$ cat src/servo_special_params.svh
// Purpose: Offsets, field positions, reset values and timing counts
// Assumes: 25 MHz core clock, word-indexed register port
// Notes:   Definitions only
`ifndef SERVO_SPECIAL_PARAMS_SVH
`define SERVO_SPECIAL_PARAMS_SVH

// Register addresses (word index)
`define ADDR_DISP_TIME     5'h01
`define ADDR_TQ_SEL        5'h03
`define ADDR_RSVD_A        5'h04
`define ADDR_RSVD_F        5'h09
`define ADDR_SL_EN         5'h0a
`define ADDR_SL_POS        5'h0b
`define ADDR_SL_NEG        5'h0c
`define ADDR_HOME_OFS      5'h0d
`define ADDR_WARN_TIME     5'h0e
`define ADDR_IRQ_STAT      5'h10
`define ADDR_IRQ_MASK      5'h11
`define ADDR_FLAGS         5'h12
`define ADDR_MECH_POS      5'h13

// Reset values
`define RST_DISP_TIME      16'h0000
`define RST_RSVD_F         16'h0168
`define RST_WARN_TIME      16'h0000

// Status / flag bit positions
`define BIT_POS_SL         0
`define BIT_NEG_SL         1
`define BIT_PWR_LOST       2
`define BIT_DISP_DONE      3

// Timing
`define CLK_MHZ            25
`define DISP_STEP_MS       100
`define DISP_MIN_MS        600
`define WARN_RES_MS        2
`define CYC_PER_MS         (`CLK_MHZ * 1000)
`define DISP_MIN_STEPS     (`DISP_MIN_MS / `DISP_STEP_MS)
`define WARN_MIN           16'd10
`define WARN_OFF           16'd2000
`define LIMIT_MAG          32'h3fffffff

`endif

$ cat src/servo_special_pkg.sv
// Purpose: Shared types for the special settings block
// Assumes: Nothing
// Notes:   Types only, constants live in the params header
package servo_special_pkg;
	typedef enum logic [1:0] {
		DISP_SHOW = 2'b00,
		DISP_WAIT = 2'b01,
		DISP_DONE = 2'b11
	} disp_state_t;
endpackage

$ cat src/servo_special_settings_status.sv
// Purpose: Node address display timer, torque limit output selection,
//          profile software limits, home offset and power-off warning
// Assumes: 25 MHz core_clk, external pins pass a three-stage synchroniser
// Notes on behaviour
// - Display time counts in 100 ms steps, setting range -1 to 1000.
// - Settings 0 through 6 show the address for a fixed 600 ms.
// - Setting -1 shows address until link and servo sync are both up.
// - Selector 0: output on for any torque limiting, command included.
// - Selector 1: output only for limiting not caused by torque command.
// - 2-bit enable: 0 both, 1 no positive, 2 no negative, 3 none.
// - Flag goes to 1 when position passes the matching soft limit.
// - A disabled limit reports its flag as 0.
// - Both flags read 0 until homing has completed.
// - Limits are signed 32-bit within plus or minus 1073741823.
// - Signed home offset added to absolute position gives mechanical position.
// - Power-lost flag sets after main power off for the warning time.
// - Warning time 0 to 9 or 2000 disables the power-off warning.
// - Times 10 to 1999 in 1 ms, counted at 2 ms resolution.
// - Undervoltage error raised first wins over a later power-off warning.
`timescale 1ns/100ps
`include "servo_special_params.svh"
module servo_special_settings_status #(
	parameter int CYC_PER_MS = `CYC_PER_MS
) (
	// Clock and reset
	input  wire logic        core_clk,
	input  wire logic        rst_n,
	// Register port
	input  wire logic [4:0]  regAddr,
	input  wire logic [31:0] regWdata,
	input  wire logic        regWr,
	input  wire logic        regRd,
	output logic      [31:0] regRdata,
	// Drive status pins (asynchronous)
	input  wire logic        linkUp,
	input  wire logic        servoSync,
	input  wire logic        mainPowerOff,
	input  wire logic        mainUndervolt,
	// Same-clock drive logic
	input  wire logic        torqueLimited,
	input  wire logic        torqueCmdLimited,
	input  wire logic        profilePosition,
	input  wire logic        homeDone,
	input  wire logic [31:0] cmdPosition,
	input  wire logic [31:0] absPosition,
	// Outputs
	output logic             showAddress,
	output logic             torqueLimitOut,
	output logic             posSoftLimitFlag,
	output logic             negSoftLimitFlag,
	output logic             mainPowerLostFlag,
	output logic             mainUndervoltError,
	output logic      [31:0] mechPosition,
	output logic             irq
);
	// Settings registers
	logic [15:0] dispTime_q;
	logic        tqSel_q;
	logic [15:0] rsvdF_q;
	logic [1:0]  slEn_q;
	logic [31:0] slPos_q;
	logic [31:0] slNeg_q;
	logic [31:0] homeOfs_q;
	logic [15:0] warnTime_q;
	logic [3:0]  irqStat_q;
	logic [3:0]  irqMask_q;

	// Pin synchronisers, three stages each
	logic [2:0] linkSync_q, servoSync_q, pwrSync_q, uvSync_q;
	logic       linkOk_q, servoOk_q, pwrOff_q, uv_q;

	always_ff @(posedge core_clk or negedge rst_n) begin
		if (!rst_n) begin
			linkSync_q  <= 3'h0;
			servoSync_q <= 3'h0;
			pwrSync_q   <= 3'h0;
			uvSync_q    <= 3'h0;
		end else begin
			linkSync_q  <= {linkSync_q[1:0], linkUp};
			servoSync_q <= {servoSync_q[1:0], servoSync};
			pwrSync_q   <= {pwrSync_q[1:0], mainPowerOff};
			uvSync_q    <= {uvSync_q[1:0], mainUndervolt};
		end
	end

	// Settled levels change once stages two and three agree
	always_ff @(posedge core_clk or negedge rst_n) begin
		if (!rst_n) begin
			linkOk_q  <= 1'b0;
			servoOk_q <= 1'b0;
			pwrOff_q  <= 1'b0;
			uv_q      <= 1'b0;
		end else begin
			if (linkSync_q[1] == linkSync_q[2]) linkOk_q <= linkSync_q[2];
			if (servoSync_q[1] == servoSync_q[2]) servoOk_q <= servoSync_q[2];
			if (pwrSync_q[1] == pwrSync_q[2]) pwrOff_q <= pwrSync_q[2];
			if (uvSync_q[1] == uvSync_q[2]) uv_q <= uvSync_q[2];
		end
	end

	// Millisecond tick
	logic msTick;
	ms_tick_gen #(
		.CYCLES (CYC_PER_MS)
	) u_tick (
		.core_clk (core_clk),
		.rst_n    (rst_n),
		.tick     (msTick)
	);

	// Register write decode
	wire wrDisp  = regWr && regAddr == `ADDR_DISP_TIME;
	wire wrTq    = regWr && regAddr == `ADDR_TQ_SEL;
	wire wrRsvdF = regWr && regAddr == `ADDR_RSVD_F;
	wire wrSlEn  = regWr && regAddr == `ADDR_SL_EN;
	wire wrSlPos = regWr && regAddr == `ADDR_SL_POS;
	wire wrSlNeg = regWr && regAddr == `ADDR_SL_NEG;
	wire wrHome  = regWr && regAddr == `ADDR_HOME_OFS;
	wire wrWarn  = regWr && regAddr == `ADDR_WARN_TIME;
	wire wrStat  = regWr && regAddr == `ADDR_IRQ_STAT;
	wire wrMask  = regWr && regAddr == `ADDR_IRQ_MASK;

	// Clamp a limit or offset into the signed 30-bit magnitude range
	function automatic logic [31:0] clampLim(input logic [31:0] v);
		if ($signed(v) > $signed(`LIMIT_MAG)) clampLim = `LIMIT_MAG;
		else if ($signed(v) < -$signed(`LIMIT_MAG)) clampLim = -`LIMIT_MAG;
		else clampLim = v;
	endfunction

	// Settings storage
	always_ff @(posedge core_clk or negedge rst_n) begin
		if (!rst_n) begin
			dispTime_q <= `RST_DISP_TIME;
			tqSel_q    <= 1'b0;
			rsvdF_q    <= `RST_RSVD_F;
			slEn_q     <= 2'h0;
			slPos_q    <= 32'h0;
			slNeg_q    <= 32'h0;
			homeOfs_q  <= 32'h0;
			warnTime_q <= `RST_WARN_TIME;
			irqMask_q  <= 4'h0;
		end else begin
			if (wrDisp) dispTime_q <= regWdata[15:0];
			if (wrTq) tqSel_q <= regWdata[0];
			if (wrRsvdF) rsvdF_q <= regWdata[15:0];
			if (wrSlEn) slEn_q <= regWdata[1:0];
			if (wrSlPos) slPos_q <= clampLim(regWdata);
			if (wrSlNeg) slNeg_q <= clampLim(regWdata);
			if (wrHome) homeOfs_q <= clampLim(regWdata);
			if (wrWarn) warnTime_q <= regWdata[15:0];
			if (wrMask) irqMask_q <= regWdata[3:0];
		end
	end

	// Address display timer
	servo_special_pkg::disp_state_t dispSt_q;
	logic [15:0] dispSteps_q;
	logic [6:0]  msInStep_q;
	wire         dispForever = dispTime_q == 16'hffff;
	wire         dispShort   = !dispTime_q[15] && dispTime_q <= 16'd6;
	wire [15:0]  dispTarget  = dispShort ? 16'(`DISP_MIN_STEPS) : dispTime_q;
	wire         stepTick    = msTick && msInStep_q == 7'(`DISP_STEP_MS - 1);
	wire         dispEnd     = dispForever ? (linkOk_q && servoOk_q)
		: (stepTick && dispSteps_q + 16'h1 >= dispTarget);

	always_ff @(posedge core_clk or negedge rst_n) begin
		if (!rst_n) begin
			dispSt_q    <= servo_special_pkg::DISP_SHOW;
			dispSteps_q <= 16'h0;
			msInStep_q  <= 7'h0;
		end else begin
			unique case (dispSt_q)
				servo_special_pkg::DISP_SHOW: begin
					dispSt_q <= servo_special_pkg::DISP_WAIT;
				end
				servo_special_pkg::DISP_WAIT: begin
					if (msTick) msInStep_q <= stepTick ? 7'h0 : msInStep_q + 7'h1;
					if (stepTick) dispSteps_q <= dispSteps_q + 16'h1;
					if (dispEnd) dispSt_q <= servo_special_pkg::DISP_DONE;
				end
				servo_special_pkg::DISP_DONE: begin
					dispSt_q <= servo_special_pkg::DISP_DONE;
				end
				default: dispSt_q <= servo_special_pkg::DISP_DONE;
			endcase
		end
	end
	wire dispEvent = dispSt_q == servo_special_pkg::DISP_WAIT && dispEnd;

	// Torque limit output selection
	wire tqOut = tqSel_q ? (torqueLimited && !torqueCmdLimited)
		: torqueLimited;

	// Software limit comparison
	wire posEn  = !slEn_q[0];
	wire negEn  = !slEn_q[1];
	wire posHit = profilePosition && homeDone && posEn
		&& $signed(cmdPosition) > $signed(slPos_q);
	wire negHit = profilePosition && homeDone && negEn
		&& $signed(cmdPosition) < $signed(slNeg_q);

	// Power-off warning timer, 2 ms resolution
	logic [15:0] offMs_q;
	logic        msOdd_q;
	wire warnEn  = warnTime_q >= `WARN_MIN && warnTime_q < `WARN_OFF;
	wire warnHit = warnEn && pwrOff_q && !uv_q
		&& offMs_q >= {warnTime_q[15:1], 1'b0};

	always_ff @(posedge core_clk or negedge rst_n) begin
		if (!rst_n) begin
			offMs_q <= 16'h0;
			msOdd_q <= 1'b0;
		end else if (!pwrOff_q) begin
			offMs_q <= 16'h0;
			msOdd_q <= 1'b0;
		end else if (msTick) begin
			msOdd_q <= !msOdd_q;
			if (msOdd_q && offMs_q != 16'hfffe) offMs_q <= offMs_q + 16'h2;
		end
	end

	// Output flops
	always_ff @(posedge core_clk or negedge rst_n) begin
		if (!rst_n) begin
			showAddress        <= 1'b1;
			torqueLimitOut     <= 1'b0;
			posSoftLimitFlag   <= 1'b0;
			negSoftLimitFlag   <= 1'b0;
			mainPowerLostFlag  <= 1'b0;
			mainUndervoltError <= 1'b0;
			mechPosition       <= 32'h0;
		end else begin
			showAddress        <= dispSt_q != servo_special_pkg::DISP_DONE && !dispEvent;
			torqueLimitOut     <= tqOut;
			posSoftLimitFlag   <= posHit;
			negSoftLimitFlag   <= negHit;
			mainPowerLostFlag  <= warnHit;
			mainUndervoltError <= uv_q && !mainPowerLostFlag;
			mechPosition       <= absPosition + homeOffs();
		end
	end

	function automatic logic [31:0] homeOffs();
		homeOffs = homeOfs_q;
	endfunction

	// Sticky status, set wins over write-one-to-clear
	wire [3:0] evt;
	assign evt[`BIT_POS_SL]    = posHit;
	assign evt[`BIT_NEG_SL]    = negHit;
	assign evt[`BIT_PWR_LOST]  = warnHit;
	assign evt[`BIT_DISP_DONE] = dispEvent;
	wire [3:0] statClr = wrStat ? regWdata[3:0] : 4'h0;

	always_ff @(posedge core_clk or negedge rst_n) begin
		if (!rst_n) begin
			irqStat_q <= 4'h0;
			irq       <= 1'b0;
		end else begin
			irqStat_q <= (irqStat_q & ~statClr) | evt;
			irq       <= |(((irqStat_q & ~statClr) | evt) & irqMask_q);
		end
	end

	// Read mux
	wire [3:0] liveFlags = {!showAddress, mainPowerLostFlag, negSoftLimitFlag,
		posSoftLimitFlag};
	wire inRsvd = regAddr >= `ADDR_RSVD_A && regAddr < `ADDR_RSVD_F;
	logic [31:0] rdMux;
	always_comb begin
		rdMux = 32'h0;
		unique case (1'b1)
			regAddr == `ADDR_DISP_TIME: rdMux = {{16{dispTime_q[15]}}, dispTime_q};
			regAddr == `ADDR_TQ_SEL:    rdMux = {31'h0, tqSel_q};
			regAddr == `ADDR_RSVD_F:    rdMux = {16'h0, rsvdF_q};
			regAddr == `ADDR_SL_EN:     rdMux = {30'h0, slEn_q};
			regAddr == `ADDR_SL_POS:    rdMux = slPos_q;
			regAddr == `ADDR_SL_NEG:    rdMux = slNeg_q;
			regAddr == `ADDR_HOME_OFS:  rdMux = homeOfs_q;
			regAddr == `ADDR_WARN_TIME: rdMux = {16'h0, warnTime_q};
			regAddr == `ADDR_IRQ_STAT:  rdMux = {28'h0, irqStat_q};
			regAddr == `ADDR_IRQ_MASK:  rdMux = {28'h0, irqMask_q};
			regAddr == `ADDR_FLAGS:     rdMux = {28'h0, liveFlags};
			regAddr == `ADDR_MECH_POS:  rdMux = mechPosition;
			inRsvd:                     rdMux = 32'h0;
			default:                    rdMux = 32'h0;
		endcase
	end

	// Read data one cycle after the strobe
	always_ff @(posedge core_clk or negedge rst_n) begin
		if (!rst_n) regRdata <= 32'h0;
		else regRdata <= regRd ? rdMux : 32'h0;
	end

	// Checks
	chk_tq_sel1: assert property (@(posedge core_clk) disable iff (!rst_n)
		tqSel_q && torqueCmdLimited |=> !torqueLimitOut)
		else $error("torque output on for command limiting");
	chk_tq_sel0: assert property (@(posedge core_clk) disable iff (!rst_n)
		!tqSel_q && torqueLimited |=> torqueLimitOut)
		else $error("torque output missing");
	chk_home_gate: assert property (@(posedge core_clk) disable iff (!rst_n)
		!homeDone |=> !posSoftLimitFlag && !negSoftLimitFlag)
		else $error("limit flag before homing");
	chk_pos_dis: assert property (@(posedge core_clk) disable iff (!rst_n)
		slEn_q[0] |=> !posSoftLimitFlag)
		else $error("disabled positive flag set");
	chk_neg_dis: assert property (@(posedge core_clk) disable iff (!rst_n)
		slEn_q[1] |=> !negSoftLimitFlag)
		else $error("disabled negative flag set");
	chk_pos_hit: assert property (@(posedge core_clk) disable iff (!rst_n)
		profilePosition && homeDone && !slEn_q[0]
		&& $signed(cmdPosition) > $signed(slPos_q) |=> posSoftLimitFlag)
		else $error("positive limit not flagged");
	chk_warn_off: assert property (@(posedge core_clk) disable iff (!rst_n)
		(warnTime_q < 16'd10 || warnTime_q == 16'd2000) |=> !mainPowerLostFlag)
		else $error("warning while disabled");
	chk_warn_time: assert property (@(posedge core_clk) disable iff (!rst_n)
		mainPowerLostFlag |-> pwrOff_q || $past(pwrOff_q))
		else $error("warning without power off");
	chk_mech_pos: assert property (@(posedge core_clk) disable iff (!rst_n)
		rst_n |=> mechPosition == $past(absPosition) + $past(homeOfs_q))
		else $error("mechanical position wrong");
	chk_disp_hold: assert property (@(posedge core_clk) disable iff (!rst_n)
		dispForever && !(linkOk_q && servoOk_q) && dispSt_q != servo_special_pkg::DISP_DONE
		|=> showAddress)
		else $error("address display ended early");
	chk_disp_short: assert property (@(posedge core_clk) disable iff (!rst_n)
		dispShort && dispSt_q != servo_special_pkg::DISP_DONE
		&& dispSteps_q + 16'h1 < 16'(`DISP_MIN_STEPS) |=> showAddress)
		else $error("short address display ended early");
	chk_neg_hit: assert property (@(posedge core_clk) disable iff (!rst_n)
		profilePosition && homeDone && !slEn_q[1]
		&& $signed(cmdPosition) < $signed(slNeg_q) |=> negSoftLimitFlag)
		else $error("negative limit not flagged");
	chk_uv_first: assert property (@(posedge core_clk) disable iff (!rst_n)
		uv_q |=> !mainPowerLostFlag)
		else $error("warning raised during undervoltage");
	chk_stat_set: assert property (@(posedge core_clk) disable iff (!rst_n)
		rst_n && evt != 4'h0 |=> (irqStat_q & $past(evt)) == $past(evt))
		else $error("status event lost");
	chk_irq_level: assert property (@(posedge core_clk) disable iff (!rst_n)
		rst_n |=> irq == |(irqStat_q & $past(irqMask_q)))
		else $error("interrupt level wrong");
endmodule

$ cat src/ms_tick_gen.sv
// Purpose: Millisecond tick generator
// Assumes: CYCLES cycles of core_clk per tick
// Notes:   Tick is a one-cycle pulse from a flip-flop
`timescale 1ns/100ps
module ms_tick_gen #(
	parameter int CYCLES = 25000
) (
	// Clock and reset
	input  wire logic core_clk,
	input  wire logic rst_n,
	// Tick out
	output logic      tick
);
	logic [31:0] cnt_q;

	// Free running divider
	always_ff @(posedge core_clk or negedge rst_n) begin
		if (!rst_n) begin
			cnt_q <= 32'h0;
			tick  <= 1'b0;
		end else if (cnt_q == 32'(CYCLES - 1)) begin
			cnt_q <= 32'h0;
			tick  <= 1'b1;
		end else begin
			cnt_q <= cnt_q + 32'h1;
			tick  <= 1'b0;
		end
	end
endmodule

$ cat config.mk
export PLATFORM = sky130hd
export DESIGN_NAME = servo_special_settings_status
export DESIGN_NICKNAME = d
export VERILOG_FILES = /design/src/servo_special_pkg.sv /design/src/servo_special_settings_status.sv /design/src/ms_tick_gen.sv
export VERILOG_INCLUDE_DIRS = /design/src
export SDC_FILE = /design/constraint.sdc
export NUM_CORES = 1
export LEC_CHECK = 0
export BUFFER_PORTS_ARGS = -buffer_cell sky130_fd_sc_hd__buf_4
export CORE_MARGIN = 3
export CORE_UTILIZATION = 45
export DETAILED_ROUTE_END_ITERATION = 12
export HOLD_SLACK_MARGIN = 0.1
export PLACE_DENSITY = 0.66
export SLEW_MARGIN = 10
export SYNTH_ARGS = -nofsm -noshare
export SYNTH_HDL_FRONTEND = slang
export SYNTH_SLANG_ARGS = --single-unit
$ cat constraint.sdc
create_clock -name core_clk -period 3.1 [get_ports core_clk]
set_input_delay 0.775 -clock core_clk [delete_from_list [all_inputs] [get_ports core_clk]]
set_output_delay 0.775 -clock core_clk [all_outputs]
set_load 0.02 [all_outputs]
==> results.ini, run 1 <==
[place]
post_dp_cell_area_um2=19580
dp_slack_ns=-0.1639
place_congestion=0.9524
hpwl_um=37880
numPortBuffers=183

[cts]
cts_buffers=37
clock_sinks=316
htreeDepth=2
cts-root-buf=clkbuf_16
clk_latency_ns=0.52
hold_buffers=0
cts_tree=built
clk_transition_reported_paths_ns=0.06
max-clock-path-buffers=3

[run_status]
violations=setup timing
status=finished, violations left

[worst_setup_path]
crit_path_top_delay_cell=dfrtp_1
cp.required_ns=3.50
crit_path_start=dispSteps_q[1]
rr_startpoint=dispSteps_q[1]
cp-start-kind=register
cpPeakStageDelay_ns=0.42
r2r_slack_ns=-0.02
arrival_ns=3.51
crit_chain=ha_4, nand3_4, nor2_4, and3_4, and3_4, nand3_4, xnor2_2, ha_1, a21o_1, a2111oi_4, o31a_1, o21ai_2, nand3_1, nand4_1, a221o_1
endpoint=irq
reg2reg_to=irq
r2r_cells=15
crit_path_end_kind=register
crit_type=register to register
worstPathMaxFanout=3

[floorplan]
row_count=70
dieArea_um2=39980
die_x_um=200.0
num_io_pins=184
die_h_um=200.0
core_um2=36870
start_util=0.4591

[grt]
grt_max_degree=81
grt_use_total=0.2536
grt_antenna_before_repair=1
grt_pass1_wl_um=79080
grt-ovfl-total=0
grt_pass1_vias=13900

[synthesis]
synth_top_area_cell=dfrtp_1
synth-async-reset-ratio=1.000
synth_edf_count=0
synth_cell_types=74
synth_area_um2=16930
synth_common_cells=311 x dfrtp_1, 187 x nand2_1, 136 x o21ai_0
synthCells=1699
synth.area.top_cells=dfrtp_1 46%, ha_1 9.6%, nand2_1 4.1%
syn_area_per_cell_um2=9.964
synth_ff_type=dfrtp_1
yosysWarnings=0
yosysMostFrequentCell=dfrtp_1
ys_ff_latch=316
yosysSeqAreaShare=0.4675
synth_top_area_share=0.4597
synth_fp_nets=1943

[cells_and_area]
nNetsFinal=2201
synthToLayoutAreaGrowth_pct=23.56
utilization=0.5673
post-route-cell-area_um2=20920
drive_gt1_frac=0.2269

[timing]
setup_violations=1
maxSlewViolCount=0
rsz0062_at_grt=yes
min_period_ns=3.115
maxSlewHeadroom=0.4385
tightest_slew_ns=0.8402
fin_skew_ns=0.008536
fin_crit_sh=1.005
timing.fmax_mhz=321.0
setup_tns_ns=-0.01540
hold_viol=0
fin_ws_ns=-0.01540

[routing]
routed_via_density=5.720
drc=0
drt_iter0_markers=1313
postRouteAntennaNets=0
dr.pass1.iters=5
vias=14240
routed_wl_um=50970
wl_per_cell_um=20.48

[pwr]
leakage_nw=9.712
power_density_nw_per_um2=617.6
vdd_drop_max_mv=0.3743
p_total_mw=12.92

[hold_path]
hold_path.class=input port to async pin

[run]
drv_cap=0

-- cell type report --
class | count | area, µm²
Timing Repair Buffer | 279 | 2177
Clock buffer | 55 | 1106
Inverter | 118 | 442.9
Fill cell | 3235 | 15960
Tap cell | 504 | 630.6
Multi-Input combinational cell | 1205 | 8502
Sequential cell | 316 | 7915
Antenna cell | 2 | 5.005
Clock inverter | 10 | 137.6
-- worst max-delay path, delay by kind of cell (launching register included) --
family,cells,cell delay (ns)
flip-flops,1,0.42
XOR/XNOR,1,0.15
AO/OA/AOI/OAI,5,1.11
adder cells (fa/ha/maj),2,0.47
AND/OR/NAND/NOR,7,0.86
-- worst min-delay path by stage --
stage,cells after the start,start,slack (ns),endpoint
6_report,1,rst_n,0.15,linkSync_q[0]
5_1_grt,1,rst_n,0.16,offMs_q[3]
4_1_cts,1,rst_n,0.14,linkOk_q
3_5_place_dp,0,linkSync_q[0],0.34,linkSync_q[1]
3_3_place_gp,0,uvSync_q[0],0.33,uvSync_q[1]
2_1_floorplan,0,linkSync_q[0],0.33,linkSync_q[1]
-- report_power, final --
part	total, mW	internal, mW	switching, mW
Sequential	5.36	4.74	0.612
Combinational	3.12	1.38	1.74
Clock	4.44	2.72	1.72
Total	12.9	8.84	4.08
-- logic make-up after synthesis --
kind of cell / after synthesis / synth area share
compound gates: 442 / 0.1673
xor+xnor: 105 / 0.05432
fa+ha+maj: 135 / 0.09963
buf+inv: 178 / 0.04021
flops: 316 / 0.4675
mux: 62 / 0.04080
other cells: 1 / 0.0002215
simple gates: 460 / 0.1300
-- placed cells by master, fill, tap and decap left out, types with 38 or more instances in the layout --
cell | synthesis | layout
dfrtp_1 | 311 | 310
buf_4 | 1 | 272
nand2_1 | 187 | 184
o21ai_0 | 136 | 134
ha_1 | 130 | 129
inv_1 | 117 | 117
a21oi_1 | 97 | 97
nor2_1 | 80 | 76
a22oi_1 | 63 | 63
xnor2_1 | 63 | 62
mux2_2 | 56 | 56
xor2_1 | 42 | 42
clkbuf_16 | 0 | 39
nand3_1 | 41 | 38
-- sequential cells by signal (all words and copies together), names as in the netlist, 7 cells and up --
register      cells
homeOfs_q        32
mechPosition     32
regRdata         32
slNeg_q          32
slPos_q          32
u_tick.cnt_q     32
dispSteps_q      16
dispTime_q       16
rsvdF_q          16
warnTime_q       16
offMs_q          15
msInStep_q        7
-- per-layer routing --
metal	routed length, µm	global-route usage	vias up
met5	0	0	-
met4	1333	0.07625	0
met3	3913	0.03709	91
met2	22880	0.3886	596
met1	22840	0.3754	6930
li1	-	-	6621
-- what timing repair did --
action | in CTS | in global routing
pin swaps | 3 | 9
buffers inserted | 1 | 0
setup endpoints to repair | 2 | 4
gates resized for setup | 8 | 7
hold endpoints to repair | 0 | 0
-- stage by stage --
stage	cells	hold slack, ns
3_3_place_gp	2421	0.3322
5_1_grt	2488	0.1563
4_1_cts	2487	0.1448
3_5_place_dp	2421	0.3363
2_1_floorplan	1699	0.3312
6_report	2489	0.1544
No activity file was read; power rests on OpenSTA's default activity.
==> run 2: changes to the inputs <==
- CELL_PAD_IN_SITES_DETAIL_PLACEMENT: not set -> 1
- CELL_PAD_IN_SITES_GLOBAL_PLACEMENT: not set -> 1
- CORE_UTILIZATION: 45 -> 42
- PLACE_DENSITY: 0.66 -> not set
- PLACE_DENSITY_LB_ADDON: not set -> 0.1
==> results.ini, run 2 (synthesis gave the netlist of run 1 again) <==
[timing]
maxSlewViolCount=0
timing.fmax_mhz=323.2
hold_viol=0
rsz0062_at_grt=yes
setup_violations=0
fin_skew_ns=0.02331
maxSlewHeadroom=0.4446
fin_crit_sh=0.9980
min_period_ns=3.094
worst_hold_slack_ns=0.1602
tightest_slew_ns=0.8331

[floorplan]
start_util=0.4320
dieArea_um2=42750
num_io_pins=184
row_count=72
core_um2=39190
die_h_um=206.8
die_x_um=206.8

[worst_setup_path]
crit_type=register to register
crit_path_end_kind=register
worstPathMaxFanout=4
arrival_ns=3.55
rr_startpoint=dispSteps_q[1]
crit_path_start=dispSteps_q[1]
cp-start-kind=register
reg2reg_to=irq
r2r_cells=15
endpoint=irq
cp.required_ns=3.56
r2r_slack_ns=0.006

[grt]
grt.busiest_layer=met2
grt_use_total=0.2872
grt_pass1_wl_um=93330
grt_max_degree=67
grt.met2_usage=0.4908
grt.met1_usage=0.3750
grt_antenna_before_repair=1
grt-ovfl-total=0
grt_use_met3=0.03262
grt_pass1_vias=15880

[place]
place_congestion=0.9084
numPortBuffers=183
post_dp_cell_area_um2=19820
hpwl_um=44450

[cells_and_area]
synthToLayoutAreaGrowth_pct=25.76
nNetsFinal=2226
final_cell_mix=309 x dfrtp_1, 291 x buf_4, 184 x nand2_1
utilization=0.5433
drive_gt1_frac=0.2382
post-route-cell-area_um2=21290
final_common_cell=dfrtp_1

[routing]
postRouteAntennaNets=0
routed_via_density=5.803
vias=14680
drc=0
drt_iter0_markers=832
routed_wl_um=60500
dr.pass1.iters=5
wl_per_cell_um=23.91

[pwr]
power_density_nw_per_um2=639.5
vdd_drop_max_mv=0.4607
leakage_nw=9.895

[cts]
cts_tree=built
max-clock-path-buffers=3
cts-root-buf=clkbuf_16
htreeDepth=2
clk_latency_ns=0.57
cts_buffers=38
clock_sinks=316
clk_transition_reported_paths_ns=0.06

[run_status]
status=completed

[run]
drv_cap=0

[hold_path]
hold_path.class=input port to async pin

-- run 2: cell types whose count changed in the layout (fill, tap and decap cells not counted), sizes merged --
cell    change
inv         -1
clkinv      +1
buf        +24
bufinv      +3
diode       -1
clkbuf      +1
-- run 2: repair_timing --
item | 4_1_cts | 5_1_grt
resized for setup | 10 | 5
pin swaps | 9 | 9
endpoints found under the setup margin | 1 | 4
hold buffers | 0 | 0
setup buffers | 1 | 2
-- run 2: routing by layer --
metal	routed length, µm	vias to the layer above
li1	-	6654
met1	26050	7504
met2	29380	385
met3	2493	138
met4	2575	0
met5	0	-
-- run 2: how the worst min path moves through the flow --
| stage | slack (ns) | endpoint | startpoint |
|---|---|---|---|
| 2_1_floorplan | 0.33 | linkSync_q[1] | linkSync_q[0] |
| 3_3_place_gp | 0.34 | linkSync_q[1] | linkSync_q[0] |
| 3_5_place_dp | 0.34 | linkSync_q[1] | linkSync_q[0] |
| 4_1_cts | 0.15 | dispSteps_q[2] | rst_n |
| 5_1_grt | 0.18 | regRdata[7] | rst_n |
| 6_report | 0.16 | regRdata[7] | rst_n |
-- run 2: area by class of cell --
cell class	instances	area (µm²)
Antenna cell	1	2.502
Inverter	118	442.9
Fill cell	4354	17900
Clock buffer	56	1140
Multi-Input combinational cell	1205	8482
Timing Repair Buffer	303	2411
Clock inverter	13	246.5
Tap cell	518	648.1
Sequential cell	316	7916
-- run 2: critical path, stage by stage (launching register included) --
cell and delay [ns]:
dfrtp_2 0.41, ha_4 0.16, nand3_4 0.07, nor2_4 0.12
and3_4 0.19, and3_4 0.21, nand3_4 0.09, xnor2_2 0.15
ha_1 0.32, a21o_1 0.18, a2111oi_2 0.35, o31a_1 0.24
o21ai_4 0.10, nand3_2 0.07, nand4_1 0.07, a221o_1 0.26
-- run 2: report_power, final --
| group | leakage (nW) | internal [mW] | switching, mW |
|---|---|---|---|
| Combinational | 5.13 | 1.40 | 1.86 |
| Clock | 0.672 | 3.06 | 1.88 |
| Sequential | 4.10 | 4.74 | 0.669 |
-- run 2: per-stage QoR --
step	power, mW	TNS, ns	instances	setup WS [ns]
floorplan	6.984	0	1699	0.03078
global placement	8.556	-7.423	2457	-0.1831
detailed placement	8.685	-12.39	2457	-0.2865
CTS	13.70	0	2527	0.004362
global route	14.29	-0.3460	2530	-0.1672
finish	13.61	0	2530	0.006136
